## src/verilog/lars_pkg.sv

```systemverilog
package lars_pkg;

  // pixel counts per array arrangement
  localparam int PIXELS_SECTION = 384;  // one section read alone
  localparam int PIXELS_CASCADE = 768;  // both sections in series

  // integrator reset sequencing, counted in sensor clocks
  localparam int SETUP_CLOCKS   = 18;   // clocks with integrators held in reset
  localparam int RELEASE_CLOCK  = 19;   // clock whose rising edge starts integration

  // word widths of the digital pixel model
  localparam int PIX_W          = 12;   // pixel value width
  localparam int FIFO_DEPTH     = 4;    // words buffered toward the converter side
  localparam int SYNC_STAGES    = 2;    // flip-flops on every pin input
  localparam int GAP_W          = 8;    // width of the clock spacing counter

  // timing: fastest legal sensor clock against the system clock
  localparam int MCLK_PERIOD_NS     = 4;    // 250 MHz system clock
  localparam int MIN_SENS_PERIOD_NS = 125;  // 8 MHz sensor clock limit
  localparam int MIN_SENS_PERIOD_CYC =
    (MIN_SENS_PERIOD_NS + MCLK_PERIOD_NS - 1) / MCLK_PERIOD_NS;  // least time, rounded up

  // reset values
  localparam logic [PIX_W-1:0] PIX_RESET = 12'h000;  // empty integrator / sample

  // readout sequencer states
  typedef enum logic [2:0] {
    LARS_IDLE  = 3'b001,  // output floating, all pixels sampling
    LARS_SETUP = 3'b010,  // integrators in reset, first pixels shifting out
    LARS_READ  = 3'b100   // integrating, remaining pixels shifting out
  } lars_state_t;

endpackage

```

## src/verilog/lars_sync.sv

```systemverilog
`timescale 1ns/1ns

////////////////////////////////////////////////////////////////////////////////
// two flip-flop level synchroniser for pin inputs
module lars_sync #(
  parameter int WIDTH = 1  // number of independent levels
) (
  input  wire logic             mclk,   // system clock
  input  wire logic             rst,    // asynchronous reset, active high
  input  wire logic [WIDTH-1:0] din,    // asynchronous levels
  output logic      [WIDTH-1:0] dout    // levels in the mclk domain
);

  logic [WIDTH-1:0] meta_q;   // first stage, read only by the second stage
  logic [WIDTH-1:0] sync_q;   // second stage

  // both stages clear to low so idle pins read as inactive
  always_ff @(posedge mclk or posedge rst) begin
    if (rst) begin
      meta_q <= '0;
      sync_q <= '0;
    end else begin
      meta_q <= din;
      sync_q <= meta_q;
    end
  end

  assign dout = sync_q;

endmodule // lars_sync

```

## src/verilog/lars_fifo.sv

```systemverilog
`timescale 1ns/1ns

////////////////////////////////////////////////////////////////////////////////
// small synchronous fifo with valid/ready on both sides
module lars_fifo #(
  parameter int WIDTH = 8,  // word width
  parameter int DEPTH = 4   // number of words
) (
  input  wire logic             mclk,       // system clock
  input  wire logic             rst,        // asynchronous reset, active high
  input  wire logic             in_valid,   // write request
  output logic                  in_ready,   // space available
  input  wire logic [WIDTH-1:0] in_data,    // write word
  output logic                  out_valid,  // word available
  input  wire logic             out_ready,  // reader takes the word
  output logic      [WIDTH-1:0] out_data    // head word
);

  localparam int AW = (DEPTH > 1) ? $clog2(DEPTH) : 1;
  localparam logic [AW:0]   FULL_C = (AW+1)'(DEPTH);
  localparam logic [AW-1:0] LAST_C = AW'(DEPTH - 1);

  logic [WIDTH-1:0] mem_q [DEPTH];
  logic [AW-1:0]    wr_q, wr_d, rd_q, rd_d;
  logic [AW:0]      cnt_q, cnt_d;
  logic             push, pop;

  // handshake flags come straight from the fill count
  assign in_ready  = (cnt_q != FULL_C);
  assign out_valid = (cnt_q != '0);
  assign out_data  = mem_q[rd_q];
  assign push      = in_valid && in_ready;
  assign pop       = out_valid && out_ready;

  // pointer wrap handles depths that are not a power of two
  always_comb begin
    wr_d  = wr_q;
    rd_d  = rd_q;
    cnt_d = cnt_q;
    if (push) wr_d = (wr_q == LAST_C) ? '0 : wr_q + 1'b1;
    if (pop)  rd_d = (rd_q == LAST_C) ? '0 : rd_q + 1'b1;
    if (push && !pop) cnt_d = cnt_q + 1'b1;
    else if (pop && !push) cnt_d = cnt_q - 1'b1;
  end

  always_ff @(posedge mclk or posedge rst) begin
    if (rst) begin
      wr_q  <= '0;
      rd_q  <= '0;
      cnt_q <= '0;
    end else begin
      wr_q  <= wr_d;
      rd_q  <= rd_d;
      cnt_q <= cnt_d;
    end
  end

  // storage needs no reset; unread words are never presented
  always_ff @(posedge mclk) begin
    if (push) mem_q[wr_q] <= in_data;
  end

endmodule // lars_fifo

```

## src/verilog/lars_top.sv

```systemverilog
`timescale 1ns/1ns

////////////////////////////////////////////////////////////////////////////////
// Functional notes
// - start pulse seen high at a clock rise restarts readout and integration setup
// - integration equals start-to-hold interval less the 18 setup clocks
// - all pixels held together at start; pixel 1 out, one more each clock
// - integrators reset through start plus 17 clocks, released at clock 19
// - pixels 1-18 resume sampling at clock 19; pixel k resumes at clock k+1
// - at clock n+1 last pixel resumes sampling and output floats
// - frame integrated in one period is shifted out during the next
// - each pixel stands a whole clock period; clock at most 8 MHz
module lars_top #(
  parameter int N = lars_pkg::PIXELS_CASCADE  // pixels in the readout chain
) (
  input  wire logic                      mclk,                     // system clock, 250 MHz
  input  wire logic                      rst,                      // asynchronous reset, active high
  input  wire logic                      sens_clk_pin,             // sensor clock from controller
  input  wire logic                      start_pin,                // start-integration pulse
  input  wire logic                      hold_pin,                 // hold pulse, usually tied to start
  input  wire logic [lars_pkg::PIX_W-1:0] light_level,             // illumination, added each mclk
  output logic      [lars_pkg::PIX_W-1:0] pixel_analog_out,        // value of the pixel on the output
  output logic                           pixel_out_en,             // output driven; low means floating
  output logic                           integrator_reset_switch,  // integrators held at zero
  output logic      [$clog2(N+2)-1:0]    sample_select_switch,     // pixel on the output, 0 when none
  output logic      [31:0]               integ_period,             // last integration length in mclk
  output logic                           stream_valid,             // buffered pixel available
  input  wire logic                      stream_ready,             // converter side takes a pixel
  output logic      [lars_pkg::PIX_W-1:0] stream_data,             // buffered pixel value
  output logic      [$clog2(N+2)-1:0]    stream_index,             // buffered pixel number, from 1
  output logic                           fifo_in_ready,            // buffer can take the next pixel
  output logic                           fifo_overrun,             // a pixel was dropped, held until the next start
  output logic                           clk_overspeed             // sensor clock too fast, sticky
);

  localparam int CW = $clog2(N+2);
  localparam int PW = lars_pkg::PIX_W;
  localparam logic [CW-1:0] N_C     = CW'(N);
  localparam logic [CW-1:0] SETUP_C = CW'(lars_pkg::SETUP_CLOCKS);
  localparam logic [CW-1:0] REL_C   = CW'(lars_pkg::RELEASE_CLOCK);
  localparam logic [CW-1:0] ONE_C   = {{(CW-1){1'b0}}, 1'b1};
  localparam logic [lars_pkg::GAP_W-1:0] MIN_GAP_C = lars_pkg::GAP_W'(lars_pkg::MIN_SENS_PERIOD_CYC);

  //////////////////////////////////////////////////////////////////////////////
  // pin inputs cross into mclk through two flip-flops

  logic sclk_s, start_s, hold_s;
  logic sclk_prev_q;
  logic clk_rise;

  lars_sync #(
    .WIDTH (3)
  ) u_sync (
    .mclk (mclk),
    .rst  (rst),
    .din  ({sens_clk_pin, start_pin, hold_pin}),
    .dout ({sclk_s, start_s, hold_s})
  );

  // edge detect works on the synchronised copy only
  assign clk_rise = sclk_s && !sclk_prev_q;

  //////////////////////////////////////////////////////////////////////////////
  // readout sequencer

  lars_pkg::lars_state_t state_q, state_d;
  logic [CW-1:0]         cnt_q, cnt_d;      // sensor clock number since start, 1 = start clock
  logic [N-1:0]          samp_q, samp_d;    // pixel sampling capacitor tracks integrator
  logic [N-1:0]          stale_q, stale_d;  // pixel was not sampling at the last hold
  logic [PW-1:0]         snap_q, snap_d;    // integrator value captured at the last hold
  logic [PW-1:0]         old_q, old_d;      // value captured at the hold before that
  logic [PW-1:0]         integ_q, integ_d;  // common integrating capacitor
  logic                  start_hit, hold_hit;

  assign start_hit = clk_rise && start_s;  // start is only honoured at a clock rise
  assign hold_hit  = clk_rise && hold_s;

  // one counter walks both the reset window and the pixel output
  always_comb begin
    state_d = state_q;
    cnt_d   = cnt_q;
    if (start_hit) begin
      state_d = lars_pkg::LARS_SETUP;
      cnt_d   = ONE_C;
    end else if (clk_rise) begin
      case (state_q)
        lars_pkg::LARS_SETUP: begin
          cnt_d = cnt_q + 1'b1;
          if (cnt_q == SETUP_C) state_d = lars_pkg::LARS_READ;
        end
        lars_pkg::LARS_READ: begin
          cnt_d = cnt_q + 1'b1;
          if (cnt_q == N_C) begin
            state_d = lars_pkg::LARS_IDLE;
            cnt_d   = '0;
          end
        end
        lars_pkg::LARS_IDLE: begin
          cnt_d = '0;
        end
        default: begin
          state_d = lars_pkg::LARS_IDLE;
          cnt_d   = '0;
        end
      endcase
    end
  end

  // hold freezes every sampling capacitor at once; pixels rejoin after their turn
  always_comb begin
    samp_d  = samp_q;
    stale_d = stale_q;
    snap_d  = snap_q;
    old_d   = old_q;
    if (hold_hit) begin
      samp_d  = '0;
      stale_d = ~samp_q;  // a pixel still waiting keeps the older sample
      snap_d  = integ_q;
      old_d   = snap_q;
    end else if (clk_rise) begin
      if (state_q == lars_pkg::LARS_SETUP && cnt_q == SETUP_C && !start_s) begin
        samp_d[lars_pkg::SETUP_CLOCKS-1:0] = '1;
      end else if (state_q == lars_pkg::LARS_READ && cnt_q >= REL_C && !start_s) begin
        samp_d[cnt_q - 1'b1] = 1'b1;
      end
    end
  end

  always_ff @(posedge mclk or posedge rst) begin
    if (rst) begin
      sclk_prev_q <= 1'b0;
      state_q     <= lars_pkg::LARS_IDLE;
      cnt_q       <= '0;
      samp_q      <= '1;
      stale_q     <= '0;
      snap_q      <= lars_pkg::PIX_RESET;
      old_q       <= lars_pkg::PIX_RESET;
    end else begin
      sclk_prev_q <= sclk_s;
      state_q     <= state_d;
      cnt_q       <= cnt_d;
      samp_q      <= samp_d;
      stale_q     <= stale_d;
      snap_q      <= snap_d;
      old_q       <= old_d;
    end
  end

  //////////////////////////////////////////////////////////////////////////////
  // integrating capacitor and integration length

  logic [31:0]   period_q, period_d;  // mclk cycles integrated since release
  logic [31:0]   iper_q, iper_d;
  logic [PW:0]   integ_sum;

  assign integ_sum = {1'b0, integ_q} + {1'b0, light_level};
  assign integrator_reset_switch = (state_q == lars_pkg::LARS_SETUP);

  // charge saturates instead of wrapping, like a full capacitor
  always_comb begin
    integ_d  = integ_sum[PW] ? '1 : integ_sum[PW-1:0];
    period_d = (period_q == 32'hFFFFFFFF) ? period_q : period_q + 32'h00000001;
    iper_d   = iper_q;
    if (integrator_reset_switch) begin
      integ_d  = lars_pkg::PIX_RESET;
      period_d = '0;
    end
    if (hold_hit) iper_d = period_q;
  end

  always_ff @(posedge mclk or posedge rst) begin
    if (rst) begin
      integ_q  <= lars_pkg::PIX_RESET;
      period_q <= '0;
      iper_q   <= '0;
    end else begin
      integ_q  <= integ_d;
      period_q <= period_d;
      iper_q   <= iper_d;
    end
  end

  assign integ_period = iper_q;

  //////////////////////////////////////////////////////////////////////////////
  // pixel output and buffered stream toward the converter

  logic [PW-1:0] aout_q, aout_d;
  logic          oe_q, oe_d;
  logic          push;
  logic          ovr_q, ovr_d;

  // value a pixel shows: the last hold, or the one before if it missed it;
  // reads the next-state copies so pixel 1 shows the hold of its own rise
  function automatic logic [PW-1:0] pix_value(input logic [CW-1:0] num);
    logic [CW-1:0] idx;
    idx = num - 1'b1;
    pix_value = stale_d[idx] ? old_d : snap_d;
  endfunction

  // output changes only at a clock rise, so each pixel stands a full period
  always_comb begin
    aout_d = aout_q;
    oe_d   = oe_q;
    if (clk_rise) begin
      oe_d   = (state_d != lars_pkg::LARS_IDLE);
      aout_d = oe_d ? pix_value(cnt_d) : lars_pkg::PIX_RESET;
    end
  end

  // pixels move into the buffer one per clock; a full buffer drops and flags
  assign push = clk_rise && (state_d != lars_pkg::LARS_IDLE);
  always_comb begin
    ovr_d = ovr_q;
    if (start_hit) ovr_d = 1'b0;
    if (push && !fifo_in_ready) ovr_d = 1'b1;  // set wins over the clear
  end

  always_ff @(posedge mclk or posedge rst) begin
    if (rst) begin
      aout_q <= lars_pkg::PIX_RESET;
      oe_q   <= 1'b0;
      ovr_q  <= 1'b0;
    end else begin
      aout_q <= aout_d;
      oe_q   <= oe_d;
      ovr_q  <= ovr_d;
    end
  end

  assign pixel_analog_out     = aout_q;
  assign pixel_out_en         = oe_q;
  assign sample_select_switch = cnt_q;
  assign fifo_overrun         = ovr_q;

  lars_fifo #(
    .WIDTH (CW + PW),
    .DEPTH (lars_pkg::FIFO_DEPTH)
  ) u_fifo (
    .mclk      (mclk),
    .rst       (rst),
    .in_valid  (push),
    .in_ready  (fifo_in_ready),
    .in_data   ({cnt_d, pix_value(cnt_d)}),
    .out_valid (stream_valid),
    .out_ready (stream_ready),
    .out_data  ({stream_index, stream_data})
  );

  //////////////////////////////////////////////////////////////////////////////
  // sensor clock speed watch

  logic [lars_pkg::GAP_W-1:0] gap_q, gap_d;
  logic                       fast_q, fast_d, seen_q, seen_d;

  // the first rise after reset has no reference and is not judged
  always_comb begin
    gap_d  = (gap_q == '1) ? gap_q : gap_q + 1'b1;
    fast_d = fast_q;
    seen_d = seen_q;
    if (clk_rise) begin
      if (seen_q && gap_q < MIN_GAP_C) fast_d = 1'b1;
      gap_d  = '0;
      seen_d = 1'b1;
    end
  end

  always_ff @(posedge mclk or posedge rst) begin
    if (rst) begin
      gap_q  <= '0;
      fast_q <= 1'b0;
      seen_q <= 1'b0;
    end else begin
      gap_q  <= gap_d;
      fast_q <= fast_d;
      seen_q <= seen_d;
    end
  end

  assign clk_overspeed = fast_q;

  //////////////////////////////////////////////////////////////////////////////
  // checks

  a_start_restart: assert property (@(posedge mclk) disable iff (rst)
    start_hit |=> (state_q == lars_pkg::LARS_SETUP) && (cnt_q == ONE_C) && integrator_reset_switch)
    else $error("start did not restart the sequence");

  a_first_pixel: assert property (@(posedge mclk) disable iff (rst)
    start_hit |=> pixel_out_en && sample_select_switch == ONE_C && samp_q == '0)
    else $error("pixel 1 not presented at start");

  a_pixel_advance: assert property (@(posedge mclk) disable iff (rst)
    clk_rise && !start_s && state_q != lars_pkg::LARS_IDLE && cnt_q < N_C
    |=> sample_select_switch == $past(sample_select_switch) + 1'b1)
    else $error("output did not advance by one pixel");

  a_reset_release: assert property (@(posedge mclk) disable iff (rst)
    clk_rise && !start_s && state_q == lars_pkg::LARS_SETUP && cnt_q == SETUP_C
    |=> !integrator_reset_switch && cnt_q == REL_C ##1 integ_q == $past(light_level))
    else $error("integrators not released at clock 19");

  a_early_resume: assert property (@(posedge mclk) disable iff (rst)
    clk_rise && !start_s && !hold_s && state_q == lars_pkg::LARS_SETUP && cnt_q == SETUP_C
    |=> (&samp_q[lars_pkg::SETUP_CLOCKS-1:0]) && !samp_q[lars_pkg::SETUP_CLOCKS])
    else $error("first pixels did not resume sampling");

  a_output_float: assert property (@(posedge mclk) disable iff (rst)
    clk_rise && !start_s && !hold_s && state_q == lars_pkg::LARS_READ && cnt_q == N_C
    |=> !pixel_out_en && samp_q[N-1] && state_q == lars_pkg::LARS_IDLE)
    else $error("output not floated at clock n+1");

  a_frame_capture: assert property (@(posedge mclk) disable iff (rst)
    hold_hit |=> snap_q == $past(integ_q) && integ_period == $past(period_q))
    else $error("hold did not capture the integrated frame");

  a_pixel_stands: assert property (@(posedge mclk) disable iff (rst)
    !clk_rise |=> $stable(pixel_analog_out) && $stable(pixel_out_en))
    else $error("pixel output changed between clock rises");

  a_clock_speed: assert property (@(posedge mclk) disable iff (rst)
    clk_rise && seen_q && gap_q < MIN_GAP_C |=> clk_overspeed)
    else $error("fast sensor clock not flagged");

endmodule // lars_top

```

## config.mk

```make
export PLATFORM = sky130hd
export DESIGN_NAME = lars_top
export DESIGN_NICKNAME = d
export VERILOG_FILES = /design/src/verilog/lars_pkg.sv /design/src/verilog/lars_sync.sv /design/src/verilog/lars_fifo.sv /design/src/verilog/lars_top.sv
export SDC_FILE = /design/constraint.sdc
export NUM_CORES = 2
export LEC_CHECK = 0
export ABC_AREA = 1
export BUFFER_PORTS_ARGS = -buffer_cell sky130_fd_sc_hd__clkbuf_2
export CORE_MARGIN = 1.5
export CORE_UTILIZATION = 63
export DETAILED_ROUTE_END_ITERATION = 10
export PLACE_DENSITY = 0.83
export SYNTH_ARGS = -nofsm -noshare
export SYNTH_HDL_FRONTEND = slang
export SYNTH_HIERARCHICAL = 1
export SYNTH_SLANG_ARGS = --single-unit
```

## constraint.sdc

```tcl
create_clock -name mclk -period 78.9 [get_ports mclk]
set_input_delay 15.78 -clock mclk [delete_from_list [all_inputs] [get_ports mclk]]
set_output_delay 15.78 -clock mclk [all_outputs]
set_load 0.005 [all_outputs]
```

==> impl_metrics.json <==
{
  "netlist.area_leader.share": 0.3056,
  "postRouteWirelength_um": 209200,
  "worstSetupEndpointType": "asynchronous set/reset pin",
  "vias": 60590,
  "cts-htree-levels": 4,
  "clock_tree.root_cell": "sky130_fd_sc_hd__clkbuf_16",
  "antenna_violating_nets_post_route": 0,
  "cts_resized": 0,
  "startpoint_type": "input pin",
  "drt_first_pass_iters": 7,
  "final_cell_count_no_fill": 9654,
  "post-route-min-period_ns": 18.36,
  "synth.area.top_cells": "sky130_fd_sc_hd__dfrtp_1 31%, sky130_fd_sc_hd__dfstp_2 27%, sky130_fd_sc_hd__nand2_1 8.8%",
  "rr_worst_depth": 23,
  "drt-vias-per-instance": 6.276,
  "n_fill_cell": 8621,
  "globalplace.congestion": 0.9475,
  "reg2reg_setup_slack_ns": 70.60,
  "preCtsSetupSlack_ns": 59.56,
  "path_clk_slew_ns": 0.06,
  "hold_buffers": 0,
  "finClkSkew_ns": 0.03727,
  "ys_ff_latch": 1775,
  "timing.max_slew.rel_slack": 0.1396,
  "yosysWarnings": 6,
  "gr-usage-all-layers": 0.3454,
  "number_of_global_route_vias_before_repair": 58900,
  "placeableCoreArea_um2": 118200,
  "post_drt_wl_per_cell_um": 21.67,
  "min_from": "u_sync/meta_q[2]",
  "power.leakage_uw": 0.03652,
  "avgSynthCellArea_um2": 9.182,
  "clock_latency_at_the_later_pin_of_the_worst_skew_pair_ns": 0.82,
  "dpl.cell_count": 9330,
  "tightest_slew_ns": 1.291,
  "synth.cell_area_um2": 75180,
  "synth_enable_flop_cells": 88,
  "proportion_of_synthesized_chip_area_in_sequential_cells": 0.6095,
  "drt_first_iter_violations": 8038,
  "std_cell_rows": 126,
  "netlist_top_cells_count": "1,763 x sky130_fd_sc_hd__nand2_1, 958 x sky130_fd_sc_hd__nand3_1, 918 x sky130_fd_sc_hd__dfrtp_1",
  "clock_path_buffers": 3,
  "die-height_um": 348.4,
  "io_pins": 100,
  "vdd_ir_drop_max_v": 0.00002646,
  "min_period_over_period": 0.2327,
  "syn-num-nets": 8234,
  "status": "finished clean",
  "yosysMostFrequentCell": "sky130_fd_sc_hd__nand2_1",
  "report.final.slew_viol_count": 0,
  "synth_async_sr_flop_share": 0.9504,
  "grt_antenna_before_repair": 3,
  "p_per_area_nw_per_um2": 28.56,
  "design.die.area_um2": 121400,
  "clkSinkCount": 1775,
  "synth_top_area_cell": "sky130_fd_sc_hd__dfrtp_1",
  "setup_violations": 0,
  "grt_first_pass_wirelength_um": 329800,
  "cap_viol_max_count": 0,
  "cts_setup_buffers": 0,
  "num-nets-final": 8013,
  "remaining_drc_errors": 0,
  "largest_net_degree_at_the_start_of_global_routing": 247,
  "worst_hold_path.num_cells": 0,
  "achievable-frequency_mhz": 54.46,
  "cts_inserted_buffers": 171,
  "worstHoldEndpoint": "u_sync/dout[2]",
  "fin_tns_setup_ns": 0,
  "critical_path.reg2reg.startpoint": "u_sync/dout[2]",
  "netlist_cell_types": 53,
  "hold_removal_path_class": "reg2reg",
  "path_max_fanout": 194,
  "cp_data_arrival_time_ns": 19.15,
  "synthToLayoutAreaGrowth_pct": 8.538,
  "unrepaired_setup_endpoints_after_global_routing": "no",
  "synth_top_flop_cell": "sky130_fd_sc_hd__dfrtp_1",
  "place.detailed.hpwl_um": 111900,
  "global_route.overflow_total": 0,
  "port_buffers": 99,
  "postSynthCellCount": 8188,
  "clock_tree_from_tritoncts": "built",
  "r2r-end": "u_fifo/mem_q[0][4]",
  "floorplan.die.width_um": 348.4,
  "worst_path_required_ns": 79.69,
  "final_hold_viol_count": 0,
  "initial_utilization": 0.6358,
  "worst-setup-path-type": "in2async",
  "layout-drive-gt1-share": 0.1783,
  "final.hold.worst_slack_ns": 0.3598,
  "layout_setup_ws_ns": 60.54
}
-- layout by cell type, fill, tap and decap left out, types with 38 or more instances in the layout --
cell,synthesis,final
sky130_fd_sc_hd__a21oi_1,801,801
sky130_fd_sc_hd__buf_4,22,120
sky130_fd_sc_hd__clkbuf_1,329,60
sky130_fd_sc_hd__clkbuf_16,0,178
sky130_fd_sc_hd__clkbuf_2,0,99
sky130_fd_sc_hd__clkbuf_8,0,43
sky130_fd_sc_hd__dfrtp_1,918,917
sky130_fd_sc_hd__dfstp_2,769,769
sky130_fd_sc_hd__edfxtp_1,88,88
sky130_fd_sc_hd__inv_1,267,264
sky130_fd_sc_hd__nand2_1,1763,1759
sky130_fd_sc_hd__nand3_1,958,958
sky130_fd_sc_hd__nor2_1,839,795
sky130_fd_sc_hd__nor2_2,3,46
sky130_fd_sc_hd__nor3_1,53,38
sky130_fd_sc_hd__o211ai_1,42,42
sky130_fd_sc_hd__o21ai_0,282,282
sky130_fd_sc_hd__o21ai_1,555,555
-- flip-flops by register name, summed over array words and instances, names as in the netlist, 2 cells and up --
register,flops
samp_q,768
old_q,12
stale_q,768
u_fifo/rd_q,2
u_sync/dout,3
snap_q,12
period_q,32
u_fifo/cnt_q,3
sample_select_switch,10
u_sync/meta_q,3
state_q,3
pixel_analog_out,12
integ_period,32
u_fifo/mem_q,88
u_fifo/wr_q,2
gap_q,8
integ_q,12
-- report_power, final --
group | internal [uW] | switching (uW)
registers | 1010 | 31.4
logic | 133 | 333
clock network | 476 | 349
-- layer usage --
layer	wire, um	global-route usage
met1	80510	0.4660
met2	96290	0.5292
met3	22630	0.08682
met4	9747	0.1624
met5	23	0
-- stage by stage --
| step | util | total power [uW] | instance area, um2 |
|---|---|---|---|
| after floorplan | - | 1365 | 75180 |
| final | 0.6901 | 2330 | 81600 |
| after CTS | 0.6901 | 2324 | 81600 |
| after detailed placement | 0.6421 | 1501 | 75920 |
| after global routing | 0.6901 | 2422 | 81600 |
| after global placement | 0.6421 | 1487 | 75920 |
-- critical path, stage by stage --
cell and delay (ns):
sky130_fd_sc_hd__clkbuf_2 0.14, sky130_fd_sc_hd__inv_8 0.51, sky130_fd_sc_hd__buf_12 0.62, sky130_fd_sc_hd__buf_12 0.66
sky130_fd_sc_hd__buf_12 0.79
-- layout make-up --
type,instances,area [um2],area share
Multi-Input combinational cell,5510,25560,0.3133
Sequential cell,1775,45820,0.5615
Timing Repair Buffer,225,1516,0.01858
Clock buffer,281,5271,0.06460
Antenna cell,1,2.502,0.00003067
Clock inverter,42,405.4,0.004968
Tap cell,1536,1922,0.02355
Inverter,284,1099,0.01346
-- kinds of logic after synthesis --
family                   count (synthesis)  synth area share
adder cells (fa/ha/maj)                 28          0.004860
buffers and inverters                  903           0.05397
AND/OR/NAND/NOR                       3720            0.2089
flip-flops                            1775            0.6095
XOR/XNOR                                26          0.003428
AO/OA/AOI/OAI                         1736            0.1193
-- how the worst max path moves through the flow --
stage,startpoint,to,slack (ns),cells past startpoint
final,rst,stale_q[380],60.54,5
after global routing,rst,stale_q[593],59.98,5
after CTS,rst,stale_q[433],60.41,5
after detailed placement,rst,stale_q[188],59.56,5
after global placement,rst,stale_q[190],59.60,5
after floorplan,rst,clk_overspeed,17.15,1
Note: power is estimated with default switching activity, not from simulation.
